===== src/core/ssf_pkg.sv =====
/*
  Constants shared by the serial-port status flag block: register byte
  addresses, field positions, reset values and control bit positions.
  Assumes a 32-bit Avalon-MM slave port with byte addressing.
*/
package ssf_pkg;

  // Register byte addresses
  localparam logic [7:0] SSF_OFF_STATUS   = 8'h94; // Read-only flags
  localparam logic [7:0] SSF_OFF_CTRL     = 8'h98; // Enable and mode
  localparam logic [7:0] SSF_OFF_IRQ_STAT = 8'h9c; // Sticky events, W1C
  localparam logic [7:0] SSF_OFF_IRQ_MASK = 8'ha0; // Event enables

  // Status register field positions
  localparam int SSF_ST_BF  = 0; // Buffer full
  localparam int SSF_ST_UA  = 1; // Address update needed
  localparam int SSF_ST_RW  = 2; // Read/write from last match
  localparam int SSF_ST_S   = 3; // Start seen last
  localparam int SSF_ST_P   = 4; // Stop seen last
  localparam int SSF_ST_DNA = 5; // Data, not address
  localparam int SSF_ST_W   = 8; // Status width

  // Control register field positions
  localparam int SSF_CT_EN   = 0; // Port enable control
  localparam int SSF_CT_MODE = 1; // 1 selects I2C, 0 selects SPI
  localparam int SSF_CT_TEN  = 2; // Ten-bit I2C addressing
  localparam int SSF_CT_W    = 3; // Control width

  // Interrupt event positions
  localparam int SSF_EV_START = 0; // Start condition seen
  localparam int SSF_EV_STOP  = 1; // Stop condition seen
  localparam int SSF_EV_BYTE  = 2; // Buffer became full
  localparam int SSF_EV_UA    = 3; // Address update requested
  localparam int SSF_EV_W     = 4; // Event count

  // Reset values
  localparam logic [SSF_ST_W-1:0] SSF_STATUS_RST = 8'h00;
  localparam logic [SSF_CT_W-1:0] SSF_CTRL_RST   = 3'h0;
  localparam logic [SSF_EV_W-1:0] SSF_IRQ_RST    = 4'h0;

  // Port mode encoding
  typedef enum logic {
    SSF_MODE_SPI = 1'b0,
    SSF_MODE_I2C = 1'b1
  } ssf_mode_e;

endpackage


===== src/core/ssf_flag_if.sv =====
/*
  Carrier between the top and the flag keeper: control levels and
  engine event strobes in, status byte and event pulses out.
  Assumes all signals live on core_clk.
*/
`timescale 1ns/1ps
interface ssf_flag_if;
  import ssf_pkg::*;
  logic                en;        // Port enable control
  ssf_mode_e           mode;      // SPI or I2C
  logic                ten_bit;   // Ten-bit addressing
  logic                start_det; // Start condition strobe
  logic                stop_det;  // Stop condition strobe
  logic                addr_done; // Address byte finished
  logic                data_done; // Data byte finished
  logic                match;     // Address matched
  logic                match_rw;  // R/W bit after the match
  logic                rx_done;   // Received byte complete
  logic                tx_load;   // Transmit started
  logic                tx_done;   // Transmit finished
  logic                buf_read;  // Buffer read by software
  logic                ua_req;    // Next address byte needed
  logic                ua_clr;    // Address register written
  logic [SSF_ST_W-1:0] status;    // Assembled status byte
  logic [SSF_EV_W-1:0] events;    // One-cycle event pulses

  modport keeper (input en, mode, ten_bit, start_det, stop_det,
                  addr_done, data_done, match, match_rw, rx_done,
                  tx_load, tx_done, buf_read, ua_req, ua_clr,
                  output status, events);
  modport top    (output en, mode, ten_bit, start_det, stop_det,
                  addr_done, data_done, match, match_rw, rx_done,
                  tx_load, tx_done, buf_read, ua_req, ua_clr,
                  input status, events);
endinterface


===== src/core/ssf_flag_keeper.sv =====
/*
  Keeps the status flags of the serial port and raises event pulses.
  Assumes engine strobes are one-cycle pulses on core_clk.
*/
`timescale 1ns/1ps
module ssf_flag_keeper
  import ssf_pkg::*;
(
  // Clock and reset
  input  wire logic   core_clk,
  input  wire logic   rst_n,
  input  wire logic   ce,
  // Flag carrier
  ssf_flag_if.keeper  fi
);

  logic dna_q, dna_d;     // Data, not address
  logic p_q, p_d;         // Stop seen last
  logic s_q, s_d;         // Start seen last
  logic rw_q, rw_d;       // Direction of last match
  logic ua_q, ua_d;       // Address update needed
  logic bf_q, bf_d;       // Buffer full
  logic i2c;              // I2C mode active

  // Next flag values
  always_comb begin
    i2c  = fi.en && (fi.mode == SSF_MODE_I2C);
    dna_d = dna_q;
    p_d   = p_q;
    s_d   = s_q;
    rw_d  = rw_q;
    ua_d  = ua_q;
    bf_d  = bf_q;
    if (!i2c) begin
      // SPI mode or disabled: I2C-only flags read zero
      dna_d = 1'b0;
      rw_d  = 1'b0;
      ua_d  = 1'b0;
      p_d   = 1'b0;
      s_d   = 1'b0;
    end else begin
      // Last byte kind wins; data beats address if both strobe
      if (fi.addr_done) dna_d = 1'b0;
      if (fi.data_done) dna_d = 1'b1;
      // Most recent bus condition
      if (fi.stop_det) begin
        p_d = 1'b1;
        s_d = 1'b0;
      end else if (fi.start_det) begin
        s_d = 1'b1;
        p_d = 1'b0;
      end
      // Direction valid from match until next start or stop
      if (fi.start_det || fi.stop_det) rw_d = 1'b0;
      else if (fi.match) rw_d = fi.match_rw;
      // Set beats the software clear
      if (fi.ua_clr) ua_d = 1'b0;
      if (fi.ua_req && fi.ten_bit) ua_d = 1'b1;
    end
    // Clear first so a new fill in the same cycle wins
    if (fi.buf_read || (i2c && fi.tx_done)) bf_d = 1'b0;
    if (fi.rx_done || (i2c && fi.tx_load)) bf_d = 1'b1;
  end

  // Flag registers
  always_ff @(posedge core_clk or negedge rst_n) begin
    if (!rst_n) begin
      dna_d_reg_reset: begin
        dna_q <= 1'b0;
        p_q   <= 1'b0;
        s_q   <= 1'b0;
        rw_q  <= 1'b0;
        ua_q  <= 1'b0;
        bf_q  <= 1'b0;
      end
    end else if (ce) begin
      dna_q <= dna_d;
      p_q   <= p_d;
      s_q   <= s_d;
      rw_q  <= rw_d;
      ua_q  <= ua_d;
      bf_q  <= bf_d;
    end
  end

  // Status byte, top bits unimplemented
  always_comb begin
    fi.status             = SSF_STATUS_RST;
    fi.status[SSF_ST_DNA] = dna_q;
    fi.status[SSF_ST_P]   = p_q;
    fi.status[SSF_ST_S]   = s_q;
    fi.status[SSF_ST_RW]  = rw_q;
    fi.status[SSF_ST_UA]  = ua_q;
    fi.status[SSF_ST_BF]  = bf_q;
  end

  // Rising edges of the start, stop, buffer-full and address-update flags become interrupt events
  always_comb begin
    fi.events               = SSF_IRQ_RST;
    fi.events[SSF_EV_START] = s_d && !s_q;
    fi.events[SSF_EV_STOP]  = p_d && !p_q;
    fi.events[SSF_EV_BYTE]  = bf_d && !bf_q;
    fi.events[SSF_EV_UA]    = ua_d && !ua_q;
  end

endmodule


===== src/core/ssf_irq_ctl.sv =====
/*
  Sticky interrupt status with write-one-to-clear, a mask and one level
  interrupt output. Assumes event pulses on core_clk.
*/
`timescale 1ns/1ps
module ssf_irq_ctl
  import ssf_pkg::*;
#(
  parameter int N = SSF_EV_W // Number of events
)(
  // Clock and reset
  input  wire logic         core_clk,
  input  wire logic         rst_n,
  input  wire logic         ce,
  // Events and software access
  input  wire logic [N-1:0] ev,
  input  wire logic         clr_we,
  input  wire logic         mask_we,
  input  wire logic [N-1:0] wdata,
  // Results
  output logic      [N-1:0] stat_q,
  output logic      [N-1:0] mask_q,
  output logic              irq_q
);

  logic [N-1:0] stat_d; // Next sticky bits
  logic [N-1:0] mask_d; // Next mask
  logic         irq_d;  // Next interrupt level

  // Per-event sticky bit; a new event beats a same-cycle clear
  genvar g;
  generate
    for (g = 0; g < N; g++) begin : g_bit
      always_comb begin
        stat_d[g] = ev[g] || (stat_q[g] && !(clr_we && wdata[g]));
      end
    end
  endgenerate

  // Mask and interrupt level
  always_comb begin
    mask_d = mask_we ? wdata : mask_q;
    irq_d  = |(stat_d & mask_d);
  end

  // Registers
  always_ff @(posedge core_clk or negedge rst_n) begin
    if (!rst_n) begin
      stat_q <= '0;
      mask_q <= '0;
      irq_q  <= 1'b0;
    end else if (ce) begin
      stat_q <= stat_d;
      mask_q <= mask_d;
      irq_q  <= irq_d;
    end
  end

endmodule


===== src/core/ssf_status_top.sv =====
/*
  Top of the serial-port status flag block: Avalon-MM register slave,
  control register, flag keeper and interrupt control.
  Assumes the transfer engines run on core_clk and send one-cycle
  strobes; no pin is read here, so no synchroniser is needed.
*/
// Overview of operation
// - Port runs either SPI or I2C mode
// - Status bits seven and six read zero
// - I2C: data flag marks data versus address
// - I2C: stop flag shows stop seen last
// - I2C: start flag shows start seen last
// - Disabling port clears start and stop flags
// - I2C: direction held from match to condition
// - Buffer full while byte held, or while sending in I2C only
`timescale 1ns/1ps
module ssf_status_top
  import ssf_pkg::*;
#(
  parameter int ADDR_W = 8,  // Avalon byte address width
  parameter int DATA_W = 32  // Avalon data width
)(
  // Clock, reset and clock enable
  input  wire logic              core_clk,
  input  wire logic              rst_n,
  input  wire logic              ce,
  // Avalon-MM slave
  input  wire logic [ADDR_W-1:0] avs_address,
  input  wire logic              avs_read,
  input  wire logic              avs_write,
  input  wire logic [DATA_W-1:0] avs_writedata,
  output logic      [DATA_W-1:0] avs_readdata,
  output logic                   avs_waitrequest,
  // Strobes from the transfer engines
  input  wire logic              start_det,
  input  wire logic              stop_det,
  input  wire logic              addr_byte_done,
  input  wire logic              data_byte_done,
  input  wire logic              addr_match,
  input  wire logic              match_rw,
  input  wire logic              rx_complete,
  input  wire logic              tx_load,
  input  wire logic              tx_done,
  input  wire logic              buffer_read,
  input  wire logic              addr_update_req,
  input  wire logic              addr_reg_written,
  // Control levels to the engines
  output logic                   port_enable_control,
  output logic                   i2c_mode,
  output logic                   ten_bit_mode,
  // Interrupt
  output logic                   irq
);

  // Refuse widths the decode and data mux cannot serve
  generate
    if (ADDR_W < 8 || DATA_W != 32) begin : g_bad_param
      $error("ssf_status_top: ADDR_W must be >= 8 and DATA_W 32");
    end
  endgenerate

  // Address match against a byte offset; upper address bits must be 0
  function automatic logic hit(input logic [ADDR_W-1:0] a,
                               input logic [7:0]        off);
    hit = (a == ADDR_W'(off));
  endfunction

  // Bus answer state
  logic              wait_q, wait_d;   // Waitrequest register
  logic [DATA_W-1:0] rdata_q, rdata_d; // Read data register
  logic              req;              // Read or write pending
  logic              fire;             // Write completes this edge

  // Control register
  logic [SSF_CT_W-1:0] ctrl_q, ctrl_d; // Enable, mode, ten-bit

  // Interrupt control wiring
  logic [SSF_EV_W-1:0] ist;     // Sticky status
  logic [SSF_EV_W-1:0] imask;   // Mask
  logic                irq_w;   // Registered interrupt level
  logic                clr_we;  // Status clear strobe
  logic                mask_we; // Mask write strobe

  // Carrier to the flag keeper
  ssf_flag_if fi ();

  // Control levels and engine strobes onto the carrier
  always_comb begin
    fi.en        = ctrl_q[SSF_CT_EN];
    fi.mode      = ssf_mode_e'(ctrl_q[SSF_CT_MODE]);
    fi.ten_bit   = ctrl_q[SSF_CT_TEN];
    fi.start_det = start_det;
    fi.stop_det  = stop_det;
    fi.addr_done = addr_byte_done;
    fi.data_done = data_byte_done;
    fi.match     = addr_match;
    fi.match_rw  = match_rw;
    fi.rx_done   = rx_complete;
    fi.tx_load   = tx_load;
    fi.tx_done   = tx_done;
    fi.buf_read  = buffer_read;
    fi.ua_req    = addr_update_req;
    fi.ua_clr    = addr_reg_written;
  end

  // Flag keeper
  ssf_flag_keeper u_keeper (
    .core_clk (core_clk),
    .rst_n    (rst_n),
    .ce       (ce),
    .fi       (fi.keeper)
  );

  // Interrupt control
  ssf_irq_ctl #(
    .N        (SSF_EV_W)
  ) u_irq (
    .core_clk (core_clk),
    .rst_n    (rst_n),
    .ce       (ce),
    .ev       (fi.events),
    .clr_we   (clr_we),
    .mask_we  (mask_we),
    .wdata    (avs_writedata[SSF_EV_W-1:0]),
    .stat_q   (ist),
    .mask_q   (imask),
    .irq_q    (irq_w)
  );

  // Request and completion qualifiers
  always_comb begin
    req     = avs_read || avs_write;
    // A write lands only at the edge where waitrequest is seen low
    fire    = avs_write && !wait_q;
    clr_we  = fire && hit(avs_address, SSF_OFF_IRQ_STAT);
    mask_we = fire && hit(avs_address, SSF_OFF_IRQ_MASK);
  end

  // Control register next value
  always_comb begin
    ctrl_d = ctrl_q;
    if (fire && hit(avs_address, SSF_OFF_CTRL)) begin
      // Clearing enable also wipes start and stop in the keeper
      ctrl_d = avs_writedata[SSF_CT_W-1:0];
    end
  end

  // Control register
  always_ff @(posedge core_clk or negedge rst_n) begin
    if (!rst_n) begin
      ctrl_q <= SSF_CTRL_RST;
    end else if (ce) begin
      ctrl_q <= ctrl_d;
    end
  end

  // Bus answer: waitrequest drops for one cycle after a request.
  // The one-cycle wait costs a clock per access but lets read data
  // come straight from a flip-flop.
  always_comb begin
    wait_d  = 1'b1;
    rdata_d = '0;
    if (req && wait_q) begin
      wait_d = 1'b0;
      if (avs_read) begin
        // Unmapped addresses read as zero
        if (hit(avs_address, SSF_OFF_STATUS)) begin
          rdata_d[SSF_ST_W-1:0] = fi.status;
        end else if (hit(avs_address, SSF_OFF_CTRL)) begin
          rdata_d[SSF_CT_W-1:0] = ctrl_q;
        end else if (hit(avs_address, SSF_OFF_IRQ_STAT)) begin
          rdata_d[SSF_EV_W-1:0] = ist;
        end else if (hit(avs_address, SSF_OFF_IRQ_MASK)) begin
          rdata_d[SSF_EV_W-1:0] = imask;
        end
      end
    end
  end

  // Bus answer registers; waitrequest high in reset
  always_ff @(posedge core_clk or negedge rst_n) begin
    if (!rst_n) begin
      wait_q  <= 1'b1;
      rdata_q <= '0;
    end else if (ce) begin
      wait_q  <= wait_d;
      rdata_q <= rdata_d;
    end
  end

  // Outputs, all from flip-flops
  always_comb begin
    avs_waitrequest     = wait_q;
    avs_readdata        = rdata_q;
    port_enable_control = ctrl_q[SSF_CT_EN];
    i2c_mode            = ctrl_q[SSF_CT_MODE];
    ten_bit_mode        = ctrl_q[SSF_CT_TEN];
    irq                 = irq_w;
  end

endmodule


===== config.mk =====
export PLATFORM = sky130hd
export DESIGN_NAME = ssf_status_top
export DESIGN_NICKNAME = d
export VERILOG_FILES = /design/src/core/ssf_pkg.sv /design/src/core/ssf_flag_if.sv /design/src/core/ssf_flag_keeper.sv /design/src/core/ssf_irq_ctl.sv /design/src/core/ssf_status_top.sv
export SDC_FILE = /design/constraint.sdc
export NUM_CORES = 1
export LEC_CHECK = 0
export BUFFER_PORTS_ARGS = -buffer_cell sky130_fd_sc_hd__buf_2
export CAP_MARGIN = 0
export CORE_UTILIZATION = 30
export CTS_BUF_LIST = sky130_fd_sc_hd__clkbuf_2
export DETAILED_ROUTE_END_ITERATION = 10
export GPL_TIMING_DRIVEN = 0
export PLACE_DENSITY_LB_ADDON = 0.08
export SETUP_SLACK_MARGIN = 0.2
export SLEW_MARGIN = 20
export SYNTH_ARGS = -nofsm -noshare
export SYNTH_HDL_FRONTEND = slang
export SYNTH_SLANG_ARGS = --single-unit

===== constraint.sdc =====
create_clock -name core_clk -period 3 [get_ports core_clk]
set_input_delay 0.6 -clock core_clk [delete_from_list [all_inputs] [get_ports core_clk]]
set_output_delay 0.6 -clock core_clk [all_outputs]
set_load 0.05 [all_outputs]

# Word level (Yosys, flattened, before mapping)
# Index checks and enable logic that the tools add are counted.
[totals]
register_bits = 27
input_bits = 57
output_inout_bits = 37
[classes]
eq_ne = 6
muxes = 27
n_bitwise = 1
n_reduce_logical = 42
[op_table]
columns = ["cell", "count"]
rows = [
  ["equality test 8 bit, second input constant", 4],
  ["logical AND 1 bit", 21],
  ["two-way mux 1 bit", 19],
  ["two-way mux 4 bit", 4],
  ["logical NOT 1 bit", 9],
  ["logical OR 1 bit", 8],
  ["two-way mux 8 bit", 1],
  ["two-way mux 6 bit", 1],
  ["!= test 3 bit, second input constant", 2],
  ["AND reduction 2 bit", 3],
  ["AND 4 bit", 1],
  ["OR reduction 4 bit", 1],
  ["two-way mux 3 bit", 1],
  ["two-way mux 2 bit", 1],
]

# Longest topological paths before layout
[depth]
word_depth = 9
ltp_mapped = 5
depth_no_buf = 4

# Hierarchy
# From an unflattened synthesis, not the netlist that was laid out.
[hier_totals]
hier_cells = 183
area_unflattened_um2 = 1765.4
[modules_own_cells]
columns = ["module", "n_inst", "cells_per_inst", "area_per_inst_um2", "seq_area_each_um2"]
rows = [
  ["ssf_status_top", 1, 100, 878.3, 301.5],
  ["ssf_irq_ctl", 1, 38, 473.0, 225.2],
  ["ssf_flag_keeper", 1, 45, 414.1, 150.1],
]

# Least setup slack after synthesis
# OpenSTA, ideal clock, no wires.
[synth_timing]
path_type = "input-to-reg"
start = "input port avs_address[1]"
end = "register u_irq.mask_q[0]"
arrival_ps = 1822
required_time_ps = 2875
path_slack_ps = 1053
stages = 5
n_path_buf = 1
path_cell_list = "or4b_1 > buf_6 > nor2_8 > nand3_4 > mux2_4"
[synth_between]
elab_chain_len = 3
[synth_lines]
columns = ["element", "line", "source"]
rows = [
  ["from (decl)", "ssf_status_top.sv:28", "input wire logic [ADDR_W-1:0] avs_address,"],
  ["equality test 8 bit", "ssf_status_top.sv:65", "hit = (a == ADDR_W'(off));"],
  ["logical AND 1 bit", "ssf_status_top.sv:136", "mask_we = fire && hit(avs_address, SSF_OFF_IRQ_MASK);"],
  ["two-way mux 4 bit", "ssf_irq_ctl.sv:42", "mask_d = mask_we ? wdata : mask_q;"],
  ["to (signal assigned)", "ssf_irq_ctl.sv:54", "mask_q <= mask_d;"],
  ["to (decl)", "ssf_irq_ctl.sv:22", "output logic [N-1:0] mask_q,"],
]
# Every way passes these cells.
# A chain may end at the register's enable or synchronous reset.

# Final worst setup path
[layout_timing]
start = "register wait_q (netlist: avs_waitrequest)"
end = "output port avs_waitrequest"
[layout_rtl]
columns = ["element", "line", "source"]
rows = [
  ["from (decl)", "ssf_status_top.sv:69", "logic wait_q, wait_d;"],
  ["from (signal assigned)", "ssf_status_top.sv:186", "wait_q <= wait_d;"],
  ["to (decl)", "ssf_status_top.sv:33", "output logic avs_waitrequest,"],
]
# No word-level cell between the ends.

==> impl_results.md <==
* Reg power frac at 0.508
* # DRC at 0
* Drt total wl at 4340 um
* Die W at 77.0 um
* R2r worst-path depth at 4
* FFs w/ async S/R, synth at 1.00
* Synth top area share at 0.356
* CTS tree: yes
* Register area share after synthesis at 0.372
* Gpl congestion at 0.766
* Clock Skew at 0.0130 ns
* Antenna Nets Post-Route at 0
* Crit path cell chain: buf_2
* PnR Total Power at 0.704 mW
* Via Count at 1,424
* GR Overflow Total at 0
* Mean post-synth cell area at 9.98 um^2
* Drt initial violations at 64
* Number of global-route vias before repair at 1,367
* Root Driver: clkbuf_2
* Wire length per cell at 14.1 um
* Cell count after synthesis at 169
* PortBufs at 39
* Arr. time, crit path at 1.28 ns
* Max_cap viols at 0
* H-tree levels at 1
* Switching Share at 0.372
* Resize count post-CTS at 0
* First-pass GRT wire length at 7060 um
* Slowest CP cell: dfstp_2
* Largest net degree at the start of global routing at 26
* Postcts setup bufs at 0
* Hold-fix buffers at CTS at 0
* Worst hold margin at 0.198 ns
* Period Utilization, post-route at 0.625
* Fin. Hold Viols at 0
* Post-DP HPWL at 3360 um
* Synth top cells by count: buf_4, dfrtp_1, nand2_1, nor2_1
* Layout Cell Area excl Fill at 2080 um^2
* Nets@finish at 295
* Die area at 5930 um^2
* RSZ-0062 raised after global routing: no
* Max Clk Rate at 0.533 GHz
* Fin. max-slew vios at 0
* Comb power frac at 0.299
* Worst path depth at 1
* Seq cells post-synth at 25
* Worst-path maximum fanout at 7
* Cells after DPL at 303
* Final std cells w/o fill at 307
* Max Buffers Root-to-Sink at 2
* Leak at 1.07 nW
* Vias/cell at 4.64
* Required time of the critical path at 2.40 ns
* Worst Max-Slew Pin Slew at 0.608 ns
* Synth cell types at 44
* Most used flip-flop cell after synthesis: dfrtp_1
* Post-layout min period at 1.88 ns
* Clk_lat worst skew at 0.35 ns
* Delay-heaviest family, CP: flip-flops
* Most frequent cell after synthesis: buf_4
* Peak supply drop at 0.143 mV
* Slew HR at 0.589
* Core area at 5270 um^2
* Switching power total at 0.262 mW
* Number of synthesized flops with an enable pin at 0
* Crit path kind: flip-flop to primary output
* Yosys Warn Count at 0
* Initial Util at 0.320
* P_int at 0.442 mW
* CTS buffer count at 3
* Ant diodes at 0
* Initial antenna violation count at 0
* Ranking of synthesized cells by area: dfrtp_1, buf_4, a22o_1
* Library cell with the largest summed area after synthesis: dfrtp_1
* Placed cell area at 2060 um^2
* Initial DRT Pass Iterations at 4
* # rows at 26
* Cell Area, Synth at 1690 um^2
* Chip height at 77.0 um
* Clk pin slew, worst setup/hold paths at 0.25 ns
* Syn-to-layout area delta at 23.5%
* Hold WC Path Type: input port to asynchronous set/reset pin
* Setup TNS at 0 ns
* Worst setup EP type: primary output
* GR Util All Layers at 0.151
* Nature of the critical path startpoint: flip-flop
* Worst path bufs/invs at 1
* Clock share of power at 0.193
* Number of setup violations in the final report at 0
* Status: finished, final reports clean
* # IOs at 94
* Pwr/cell area at 338 nW/um^2
* Layout cells sized above 1 at 0.367
* Largest stage delay, worst path at 0.65 ns
* Sink Count at 25
[cells in the final DEF, fill, tap and decap left out, types with 7 or more instances in the layout]
cell / instances
o21ai_0: 7
a22o_1: 7
buf_4: 27
inv_1: 7
o22ai_1: 7
nand2_1: 8
nor2_1: 8
dfrtp_1: 24
buf_2: 39
conb_1: 26
[flip-flops by register name, summed over array words and instances (netlist names)]
register and flops:
avs_readdata 6, u_irq.mask_q 4, u_irq.stat_q 4, ctrl_q 3, avs_waitrequest 1, u_irq.irq_q 1
u_keeper.bf_q 1, u_keeper.dna_q 1, u_keeper.p_q 1, u_keeper.rw_q 1, u_keeper.s_q 1, u_keeper.ua_q 1
[through the flow]
stage | utilization | setup slack [ns]
floorplan | - | 1.05
global placement | 0.392 | 0.859
detailed placement | 0.392 | 0.855
CTS | 0.395 | 1.10
global route | 0.395 | 1.04
finish | 0.395 | 1.12
[worst paths after layout]
check | start | endpoint | slack, ns
worst max-delay path | avs_waitrequest | avs_waitrequest | 1.12
worst min-delay path | rst_n | u_irq.mask_q[3] | 0.20
worst max register to register | ctrl_q[0] | u_irq.irq_q | 1.28
worst min register to register | avs_readdata[5] | avs_readdata[5] | 0.52
max in group asynchronous | rst_n | u_irq.stat_q[2] | 2.41
min in group core_clk | data_byte_done | u_keeper.dna_q | 0.48
[cell families after synthesis]
family,synth area share
AO/OA/AOI/OAI,0.217
buffers and inverters,0.149
flip-flops,0.372
multiplexers,0.0623
other,0.00222
AND/OR/NAND/NOR,0.197
[power groups by stage]
| stage | combinational [mW] | clock, mW | sequential [mW] |
|---|---|---|---|
| 2_1_floorplan | 0.144 | 0 | 0.373 |
| 3_3_place_gp | 0.210 | 0 | 0.363 |
| 3_5_place_dp | 0.210 | 0 | 0.363 |
| 4_1_cts | 0.211 | 0.145 | 0.357 |
| 5_1_grt | 0.226 | 0.157 | 0.359 |
| 6_report | 0.210 | 0.136 | 0.357 |
[layer usage]
metal / track usage / share of wire
met5: 0 / 0
met4: 0.0170 / 0.0053
met3: 0.0333 / 0.053
met2: 0.247 / 0.46
met1: 0.208 / 0.48
[area by class of cell]
type,count,area [um^2]
clock inverter,1,5.00
fill,564,3190
buffer,31,225
multi-input combinational,131,902
clock buffer,3,15.0
sequential,25,627
inverter,7,26.3
timing repair buffer,39,195
tap,70,87.6
(Power assumes the default switching activity.)
